`src/design/bgcr_pkg.sv`:
```
// Constants, types and field layouts for the bridge global control registers.
// Assumes a configuration-space access port clocked by the PCI clock.
package bgcr_pkg;

   // -------------------------------------------------
   // Register offsets (configuration-space byte addresses)
   // -------------------------------------------------
   localparam logic [7:0] OFS_DEVICE_CONTROL = 8'h92;
   localparam logic [7:0] OFS_DIAGNOSTIC_CONTROL = 8'h93;
   localparam logic [7:0] OFS_SOCKET_DMA = 8'h94;
   localparam logic [7:0] OFS_VENDOR_DEVICE_ID = 8'h00;

   // -------------------------------------------------
   // Reset values
   // -------------------------------------------------
   localparam logic [7:0] RST_DEVICE_CONTROL = 8'h66;
   localparam logic [7:0] RST_DIAGNOSTIC_CONTROL = 8'h61;
   localparam logic [1:0] RST_DMA_PIN_SEL = 2'h0;

   // -------------------------------------------------
   // Device control field positions
   // -------------------------------------------------
   localparam int DC_POWER_LOCK = 7;
   localparam int DC_LV_FORCE = 6;
   localparam int DC_DIAG5 = 5;
   localparam int DC_RSVD4 = 4;
   localparam int DC_TEST = 3;
   localparam int DC_MODE_HI = 2;
   localparam int DC_MODE_LO = 1;
   localparam int DC_NAND_EN = 0;
   localparam logic [7:0] DC_WRITE_MASK = 8'hef;

   // -------------------------------------------------
   // Diagnostic field positions
   // -------------------------------------------------
   localparam int DG_ID_MASK = 7;
   localparam int DG_CSC_ROUTE = 5;
   localparam int DG_DELAY_DIS = 4;
   localparam int DG_RETRY_LATENCY_EXTEND = 3;
   localparam int DG_CB_DISCARD = 2;
   localparam int DG_PCI_DISCARD = 1;
   localparam int DG_ASYNC_STATUS_CHANGE_IRQ = 0;

   // -------------------------------------------------
   // Timing counts in PCI clocks
   // -------------------------------------------------
   localparam int RETRY_LAT_NORMAL = 16;
   localparam int RETRY_LAT_EXT = 64;
   localparam int DISCARD_LOG2_SHORT = 10;
   localparam int DISCARD_LOG2_LONG = 15;
   localparam int RETRY_EXPIRE_LOG2 = 15;

   // -------------------------------------------------
   // Enumerations
   // -------------------------------------------------
   typedef enum logic [1:0] {
      IRQ_PARALLEL_ONLY = 2'h0,
      IRQ_RESERVED = 2'h1,
      IRQ_SERIAL_PLUS_INTAB = 2'h2,
      IRQ_SERIAL_ALL = 2'h3
   } bgcr_irq_mode_e;

   typedef enum logic [1:0] {
      DMA_PIN_NONE = 2'h0,
      DMA_PIN_SPEAKER = 2'h1,
      DMA_PIN_IO16 = 2'h2,
      DMA_PIN_INPUT_ACKNOWLEDGE_PIN = 2'h3
   } bgcr_dma_pin_e;

   // Configuration access request
   typedef struct packed {
      logic rd;
      logic wr;
      logic func1;
      logic [7:0] addr;
      logic [3:0] be;
      logic [31:0] wdata;
   } bgcr_cfg_req_s;

   // Controls decoded for the rest of the bridge
   typedef struct packed {
      logic power_lock;
      logic low_voltage_capable_force;
      logic diagnostic_field_bit_five;
      logic test_short_interrogate;
      bgcr_irq_mode_e irq_signalling_mode;
      logic nand_tree_en;
      logic id_mask;
      logic csc_route_by_805;
      logic delayed_txn_disable;
      logic retry_latency_extend;
      logic card_side_discard_timer_sel;
      logic host_side_discard_timer_sel;
      logic async_status_change_irq;
   } bgcr_ctrl_s;

endpackage

```
`src/design/bgcr_regs.sv`:
```
// Global control, diagnostic and socket DMA request registers of the bridge.
// Assumes a single-cycle configuration access port on the PCI clock;
// per-function true ID and compatibility register bits come from elsewhere.
`timescale 1ns/1ps

module bgcr_regs #(
   parameter int SOCKETS = 2
) (
   // Clock and reset
   input wire logic mclk_i,
   input wire logic rst_n_i,
   input wire logic clk_en_i,
   // Configuration access
   input wire bgcr_pkg::bgcr_cfg_req_s cfg_req_i,
   input wire logic [31:0] true_id_i,
   output logic [31:0] cfg_rdata_o,
   output logic cfg_hit_o,
   // Power management
   input wire logic d3_state_i,
   input wire logic sw_power_down_req_i,
   output logic socket_power_down_o,
   // Status change routing inputs
   input wire logic compat803_bit4_i,
   input wire logic [3:0] compat805_hi_i,
   output logic csc_to_pci_o,
   // Retry watch
   input wire logic retry_pending_i,
   input wire logic retry_returned_i,
   output logic retry_expired_o,
   output logic [6:0] retry_latency_o,
   output logic [15:0] cb_discard_cycles_o,
   output logic [15:0] pci_discard_cycles_o,
   // Socket pins used as DMA request
   input wire logic [SOCKETS-1:0] speaker_pin_i,
   input wire logic [SOCKETS-1:0] io_width16_indicator_pin_i,
   input wire logic [SOCKETS-1:0] input_acknowledge_pin_i,
   output logic [SOCKETS-1:0] dma_request_o,
   output logic [SOCKETS-1:0] speaker_normal_o,
   output logic [SOCKETS-1:0] io16_normal_o,
   output logic [SOCKETS-1:0] input_acknowledge_pin_normal_o,
   // Decoded controls
   output bgcr_pkg::bgcr_ctrl_s ctrl_o
);

   // Only one or two sockets have a DMA request field to serve
   if (SOCKETS < 1 || SOCKETS > 2) begin
      $error("SOCKETS must be 1 or 2");
   end

   // -------------------------------------------------
   // Storage
   // -------------------------------------------------
   localparam int RETRY_CNT_W = bgcr_pkg::RETRY_EXPIRE_LOG2 + 1;

   logic [7:0] dev_ctrl_r;
   logic [7:0] diagnostic_field_r;
   logic [1:0] dma_sel_r [SOCKETS];
   logic [RETRY_CNT_W-1:0] retry_cnt_r;
   logic retry_expired_r;
   logic [SOCKETS-1:0] spk_s1_r, spk_s2_r, io16_s1_r, io16_s2_r, inp_s1_r, inp_s2_r;
   logic [31:0] rdata_nxt;
   logic hit_nxt;
   logic [31:0] rdata_r;
   logic hit_r;

   // Socket index of an access: function number selects socket
   function automatic int sock_of(input logic func1);
      return (func1 && SOCKETS > 1) ? 1 : 0;
   endfunction

   function automatic logic wr_hit(input bgcr_pkg::bgcr_cfg_req_s r, input logic [7:0] ofs);
      return r.wr && (r.addr == ofs);
   endfunction

   // -------------------------------------------------
   // Device control: one copy for both functions
   // -------------------------------------------------
   // Writes from either function land in the same flops; software is
   // expected to use function 0 only.
   always_ff @(posedge mclk_i) begin
      if (!rst_n_i) begin
         dev_ctrl_r <= bgcr_pkg::RST_DEVICE_CONTROL;
      end else if (clk_en_i && wr_hit(cfg_req_i, bgcr_pkg::OFS_DEVICE_CONTROL)
                   && cfg_req_i.be[0]) begin
         dev_ctrl_r <= cfg_req_i.wdata[7:0] & bgcr_pkg::DC_WRITE_MASK;
      end
   end

   // Diagnostic register, shared as well
   always_ff @(posedge mclk_i) begin
      if (!rst_n_i) begin
         diagnostic_field_r <= bgcr_pkg::RST_DIAGNOSTIC_CONTROL;
      end else if (clk_en_i && wr_hit(cfg_req_i, bgcr_pkg::OFS_DIAGNOSTIC_CONTROL)
                   && cfg_req_i.be[0]) begin
         diagnostic_field_r <= cfg_req_i.wdata[7:0];
      end
   end

   // Per-socket DMA request pin field, one per function
   always_ff @(posedge mclk_i) begin
      if (!rst_n_i) begin
         for (int s = 0; s < SOCKETS; s++) begin
            dma_sel_r[s] <= bgcr_pkg::RST_DMA_PIN_SEL;
         end
      end else if (clk_en_i && wr_hit(cfg_req_i, bgcr_pkg::OFS_SOCKET_DMA)
                   && cfg_req_i.be[0]) begin
         dma_sel_r[sock_of(cfg_req_i.func1)] <= cfg_req_i.wdata[1:0];
      end
   end

   // -------------------------------------------------
   // Read path
   // -------------------------------------------------
   // Registers 92h/93h are addressed by byte; their data rides byte lane 0.
   always_comb begin
      rdata_nxt = 32'h0000_0000;
      hit_nxt = 1'b0;
      if (cfg_req_i.rd) begin
         unique case (cfg_req_i.addr)
            bgcr_pkg::OFS_DEVICE_CONTROL: begin
               rdata_nxt = {24'h00_0000, dev_ctrl_r};
               hit_nxt = 1'b1;
            end
            bgcr_pkg::OFS_DIAGNOSTIC_CONTROL: begin
               rdata_nxt = {24'h00_0000, diagnostic_field_r};
               hit_nxt = 1'b1;
            end
            bgcr_pkg::OFS_SOCKET_DMA: begin
               rdata_nxt = {30'h0000_0000, dma_sel_r[sock_of(cfg_req_i.func1)]};
               hit_nxt = 1'b1;
            end
            bgcr_pkg::OFS_VENDOR_DEVICE_ID: begin
               // Masking hides identity during board bring-up tests
               rdata_nxt = diagnostic_field_r[bgcr_pkg::DG_ID_MASK] ? 32'hffff_ffff : true_id_i;
               hit_nxt = 1'b1;
            end
            default: begin
               rdata_nxt = 32'h0000_0000;
               hit_nxt = 1'b0;
            end
         endcase
      end
   end

   // Registered read data, answer one cycle after the request
   always_ff @(posedge mclk_i) begin
      if (!rst_n_i) begin
         rdata_r <= 32'h0000_0000;
         hit_r <= 1'b0;
      end else if (clk_en_i) begin
         rdata_r <= rdata_nxt;
         hit_r <= hit_nxt;
      end
   end

   assign cfg_rdata_o = rdata_r;
   assign cfg_hit_o = hit_r;

   // -------------------------------------------------
   // Decoded controls
   // -------------------------------------------------
   always_comb begin
      ctrl_o.power_lock = dev_ctrl_r[bgcr_pkg::DC_POWER_LOCK];
      ctrl_o.low_voltage_capable_force = dev_ctrl_r[bgcr_pkg::DC_LV_FORCE];
      ctrl_o.diagnostic_field_bit_five = dev_ctrl_r[bgcr_pkg::DC_DIAG5];
      ctrl_o.test_short_interrogate = dev_ctrl_r[bgcr_pkg::DC_TEST];
      ctrl_o.irq_signalling_mode =
         bgcr_pkg::bgcr_irq_mode_e'(dev_ctrl_r[bgcr_pkg::DC_MODE_HI:bgcr_pkg::DC_MODE_LO]);
      ctrl_o.nand_tree_en = dev_ctrl_r[bgcr_pkg::DC_NAND_EN];
      ctrl_o.id_mask = diagnostic_field_r[bgcr_pkg::DG_ID_MASK];
      ctrl_o.csc_route_by_805 = diagnostic_field_r[bgcr_pkg::DG_CSC_ROUTE];
      ctrl_o.delayed_txn_disable = diagnostic_field_r[bgcr_pkg::DG_DELAY_DIS];
      ctrl_o.retry_latency_extend = diagnostic_field_r[bgcr_pkg::DG_RETRY_LATENCY_EXTEND];
      ctrl_o.card_side_discard_timer_sel = diagnostic_field_r[bgcr_pkg::DG_CB_DISCARD];
      ctrl_o.host_side_discard_timer_sel = diagnostic_field_r[bgcr_pkg::DG_PCI_DISCARD];
      ctrl_o.async_status_change_irq = diagnostic_field_r[bgcr_pkg::DG_ASYNC_STATUS_CHANGE_IRQ];
   end

   // Power-down requests gated by the lock while in D3
   assign socket_power_down_o = sw_power_down_req_i
      && !(d3_state_i && dev_ctrl_r[bgcr_pkg::DC_POWER_LOCK]);

   // Status-change routing: compat 805 nibble or compat 803 bit 4
   assign csc_to_pci_o = diagnostic_field_r[bgcr_pkg::DG_CSC_ROUTE] ?
      (compat805_hi_i == 4'h0) : compat803_bit4_i;

   // Retry latency and discard periods
   assign retry_latency_o = diagnostic_field_r[bgcr_pkg::DG_RETRY_LATENCY_EXTEND] ?
      7'(bgcr_pkg::RETRY_LAT_EXT) : 7'(bgcr_pkg::RETRY_LAT_NORMAL);
   assign cb_discard_cycles_o = diagnostic_field_r[bgcr_pkg::DG_CB_DISCARD] ?
      16'(1 << bgcr_pkg::DISCARD_LOG2_SHORT) : 16'(1 << bgcr_pkg::DISCARD_LOG2_LONG);
   assign pci_discard_cycles_o = diagnostic_field_r[bgcr_pkg::DG_PCI_DISCARD] ?
      16'(1 << bgcr_pkg::DISCARD_LOG2_SHORT) : 16'(1 << bgcr_pkg::DISCARD_LOG2_LONG);

   // -------------------------------------------------
   // Retry expiration watch
   // -------------------------------------------------
   // Counts while a retried master is away; flags one clock after the count reaches 2^15.
   // The flag is sticky until the master returns or the retry stops pending.
   always_ff @(posedge mclk_i) begin
      if (!rst_n_i) begin
         retry_cnt_r <= '0;
         retry_expired_r <= 1'b0;
      end else if (clk_en_i) begin
         if (!retry_pending_i || retry_returned_i) begin
            retry_cnt_r <= '0;
            retry_expired_r <= 1'b0;
         end else if (!retry_cnt_r[RETRY_CNT_W-1]) begin
            retry_cnt_r <= retry_cnt_r + 1'b1;
         end else begin
            retry_expired_r <= 1'b1;
         end
      end
   end
   assign retry_expired_o = retry_expired_r;

   // -------------------------------------------------
   // Socket pin synchronisers and DMA request selection
   // -------------------------------------------------
   always_ff @(posedge mclk_i) begin
      if (!rst_n_i) begin
         spk_s1_r <= '0;
         spk_s2_r <= '0;
         io16_s1_r <= '0;
         io16_s2_r <= '0;
         inp_s1_r <= '0;
         inp_s2_r <= '0;
      end else if (clk_en_i) begin
         spk_s1_r <= speaker_pin_i;
         spk_s2_r <= spk_s1_r;
         io16_s1_r <= io_width16_indicator_pin_i;
         io16_s2_r <= io16_s1_r;
         inp_s1_r <= input_acknowledge_pin_i;
         inp_s2_r <= inp_s1_r;
      end
   end

   // Pin chosen as DMA request loses its normal function
   always_comb begin
      for (int s = 0; s < SOCKETS; s++) begin
         dma_request_o[s] = 1'b0;
         speaker_normal_o[s] = 1'b1;
         io16_normal_o[s] = 1'b1;
         input_acknowledge_pin_normal_o[s] = 1'b1;
         unique case (bgcr_pkg::bgcr_dma_pin_e'(dma_sel_r[s]))
            bgcr_pkg::DMA_PIN_NONE: dma_request_o[s] = 1'b0;
            bgcr_pkg::DMA_PIN_SPEAKER: begin
               dma_request_o[s] = spk_s2_r[s];
               speaker_normal_o[s] = 1'b0;
            end
            bgcr_pkg::DMA_PIN_IO16: begin
               dma_request_o[s] = io16_s2_r[s];
               io16_normal_o[s] = 1'b0;
            end
            bgcr_pkg::DMA_PIN_INPUT_ACKNOWLEDGE_PIN: begin
               dma_request_o[s] = inp_s2_r[s];
               input_acknowledge_pin_normal_o[s] = 1'b0;
            end
         endcase
      end
   end
endmodule

```
`config.mk`:
```
export PLATFORM = sky130hd
export DESIGN_NAME = bgcr_regs
export DESIGN_NICKNAME = d
export VERILOG_FILES = /design/src/design/bgcr_pkg.sv /design/src/design/bgcr_regs.sv
export SDC_FILE = /design/constraint.sdc
export NUM_CORES = 1
export LEC_CHECK = 0
export BUFFER_PORTS_ARGS = -buffer_cell sky130_fd_sc_hd__buf_4
export CORE_MARGIN = 10
export CORE_UTILIZATION = 30
export DETAILED_ROUTE_END_ITERATION = 6
export SYNTH_ARGS = -nofsm -noshare
export SYNTH_HDL_FRONTEND = slang
export SYNTH_SLANG_ARGS = --single-unit
export TNS_END_PERCENT = 20
```
`constraint.sdc`:
```
create_clock -name mclk_i -period 2.2 [get_ports mclk_i]
set_input_delay 0.44 -clock mclk_i [delete_from_list [all_inputs] [get_ports mclk_i]]
set_output_delay 0.44 -clock mclk_i [all_outputs]
set_load 0.02 [all_outputs]
```
==> impl_metrics.env <==
export IMPL_grtUsageTotal_pct=12.3
export IMPL_clock_root_buffer="clkbuf_16"
export IMPL_drt_iter0_markers=193
export IMPL_rsz0062_at_grt="false"
export IMPL_drc=0
export IMPL_vias=3655
export IMPL_drv_slew=0
export IMPL_ys_flop_type="dfxtp_1"
export IMPL_start_util_pct=30.3
export IMPL_final_common_cell="buf_4"
export IMPL_regArea_mm2=0.00166
export IMPL_clockBufferDepth=2
export IMPL_yosys_warnings=0
export IMPL_hold_viol=0
export IMPL_syn_inst=464
export IMPL_final_cell_mix="buf_4 (149), dfxtp_1 (77), nand2_1 (55)"
export IMPL_routabilityCongestion=0.848
export IMPL_cts_tree="yes"
export IMPL_setup_viol_count_final=0
export IMPL_core_area_mm2=0.0131
export IMPL_min_path_type="input pin to flip-flop"
export IMPL_die_w_um=135
export IMPL_startpoint_type="flip-flop"
export IMPL_slew_headroom_pct=61.6
export IMPL_htreeDepth=3
export IMPL_clkLatencyLatePin_ns=0.33
export IMPL_grt_use_met3_pct=4.78
export IMPL_grt_util_met1_pct=14.8
export IMPL_dieArea_mm2=0.0183
export IMPL_numCtsBuffers=9
export IMPL_p_per_area_mw_per_mm2=632
export IMPL_n_antenna_cell=0
export IMPL_syn_area_per_cell_um2=8.58
export IMPL_die_h_um=135
export IMPL_drive_gt1_share_pct=30.3
export IMPL_r2r_start="retry_cnt_r[0]"
export IMPL_synth_cell_types=54
export IMPL_detail_route_wl_per_cell_um=15.3
export IMPL_hp_start="cfg_req_i[4]"
export IMPL_grt_antenna_before_repair=0
export IMPL_ys_ff_latch=81
export IMPL_status="complete, no violations"
export IMPL_postRouteAntennaNets=0
export IMPL_clk_pin_slew_worst_paths_ns=0.06
export IMPL_grt_most_used_layer="met2"
export IMPL_post_cts_resized=0
export IMPL_port_buffers=133
export IMPL_ys_async_sr_fraction_pct=0
export IMPL_synth_area_mm2=0.00398
export IMPL_grt_pass1_vias=3638
export IMPL_critPathCaptureType="flip-flop"
export IMPL_nNetsFinal=684
export IMPL_hold_worst_slack_ns=0.341
export IMPL_max_freq_mhz=528
export IMPL_fill_cells=1347
export IMPL_synth_edff_count=4
export IMPL_dpl_hpwl_um=9150
export IMPL_grt_first_pass_wirelength_um=18500
export IMPL_grt_max_degree=37
export IMPL_cts_setup_buffers=0
export IMPL_multi_input_area_mm2=0.00196
export IMPL_rows=42
export IMPL_whs_endpoint="diagnostic_field_r[4]"
export IMPL_path_max_fanout=6
export IMPL_crit_arrival_ns=2.16
export IMPL_hold_buffers=0
export IMPL_reg2reg_depth=5
export IMPL_critPathRequiredTime_ns=2.46
export IMPL_drt_pass1_iter_count=4
export IMPL_reg2reg_slack_ns=0.31
export IMPL_worstReg2RegEnd="retry_cnt_r[14]"
export IMPL_yosysSeqAreaShare_pct=41.8
export IMPL_wl_um=11800
export IMPL_fin_crit_ns=1.89
export IMPL_gr_usage_met2_pct=19.9
export IMPL_ir_drop_uv=341
export IMPL_finalCritPeriodShare_pct=86.1
export IMPL_tns_ns=0
export IMPL_pin_count=194
export IMPL_power_mw=3.37
export IMPL_grt_overflow=0
export IMPL_worst_setup_path_type="flip-flop to flip-flop"
export IMPL_maxCapViolations=0
export IMPL_worst_clock_skew_ns=0.00416
export IMPL_power_leakage_nw=2.27
export IMPL_worst_pin_slew_ns=0.573
export IMPL_via_per_inst=4.77
export IMPL_cts_sinks=81
export IMPL_holdPathStages=3
export IMPL_syn2layout_area_growth_pct=33.8
==> Yosys cell counts, drive strengths merged (2+ instances only) <==
cell / n / share of area [%]
mux2: 4 / 1.1
edfxtp: 4 / 3.0
nand4b: 4 / 0.88
inv: 10 / 0.94
a31oi: 3 / 0.47
nor4: 11 / 2.1
and2: 3 / 0.47
and3: 3 / 0.47
o21a: 2 / 0.38
or2: 2 / 0.31
nor3: 8 / 1.0
or3: 4 / 0.63
or4: 3 / 0.57
nand2: 55 / 5.2
clkbuf: 19 / 1.8
a32o: 2 / 0.50
dfxtp: 77 / 39
o21ai: 29 / 3.6
nand3: 3 / 0.50
a21oi: 38 / 4.8
nand2b: 7 / 1.1
o221ai: 2 / 0.44
o22ai: 6 / 0.94
nand4: 8 / 1.3
and4b: 3 / 0.75
nor2b: 4 / 0.63
buf: 52 / 9.3
nor2: 42 / 4.0
mux2i: 37 / 9.3
xor2: 2 / 0.44
==> layer usage <==
metal / share of wire (%) / up-vias
met5: 0 / -
li1: - / 1801
met4: 0.80 / 0
met1: 43 / 1729
met3: 8.3 / 9
met2: 48 / 116
==> cell type report <==
| cell class | count | area share, % |
|---|---|---|
| inverters | 10 | 0.705 |
| flip-flops and latches | 81 | 31.2 |
| well taps | 176 | 4.14 |
| repair buffers | 150 | 21.4 |
| multi-input cells | 334 | 36.8 |
| clock inverters | 5 | 1.01 |
| clock buffers | 11 | 4.77 |
==> power breakdown <==
part	leakage, nW	internal (mW)	switching, mW
combinational	1.46	0.139	0.188
sequential	0.660	1.49	0.0108
clock	0.154	0.944	0.591
==> state kept, by name (all words and copies together) (netlist names), 4 cells and up <==
register and flops:
dma_sel_r 4, diagnostic_field_r 8, cfg_rdata_o 32, retry_cnt_r 16, dev_ctrl_r 7
==> metrics by stage <==
| step | setup slack [ns] | cells | instance area [µm²] | utilization [%] |
|---|---|---|---|---|
| CTS | 0.297 | 767 | 5320 | 40.5 |
| floorplan | 0.219 | 496 | 4100 | - |
| finish | 0.306 | 767 | 5320 | 40.5 |
| global route | 0.232 | 767 | 5320 | 40.5 |
| detailed placement | 0.128 | 751 | 5010 | 38.2 |
| global placement | 0.164 | 751 | 5010 | 38.2 |
==> worst max-delay path by stage <==
stage	from	slack (ns)	to
detailed placement	cfg_req_i[39]	0.13	cfg_rdata_o[31]
CTS	retry_cnt_r[0]	0.30	retry_cnt_r[14]
global placement	cfg_req_i[39]	0.16	cfg_rdata_o[25]
floorplan	cfg_req_i[39]	0.22	dma_sel_r[0][0]
global route	retry_cnt_r[0]	0.23	retry_cnt_r[14]
finish	retry_cnt_r[0]	0.31	retry_cnt_r[14]
==> worst max-delay path, stage by stage, from the launching register on <==
cell	delay [ns]
dfxtp_1	0.38
ha_1	0.21
nand2_1	0.08
or4b_4	0.54
or4_1	0.48
a21oi_1	0.14
==> cells by family (layout without fill, tap and decap cells) <==
group                      Yosys count  after routing  synth area share, %
AOI/OAI and AO/OA                   93             93                 14.0
xor gates and xnor gates             2              2                0.440
adders and majority gates            1              1                0.314
buffers and inverters               81            176                 12.1
DFF                                 81             81                 41.8
muxes                               41             41                 10.4
other                                1             33               0.0942
and+or+nand+nor                    164            164                 20.8
(Power assumes the default switching activity.)
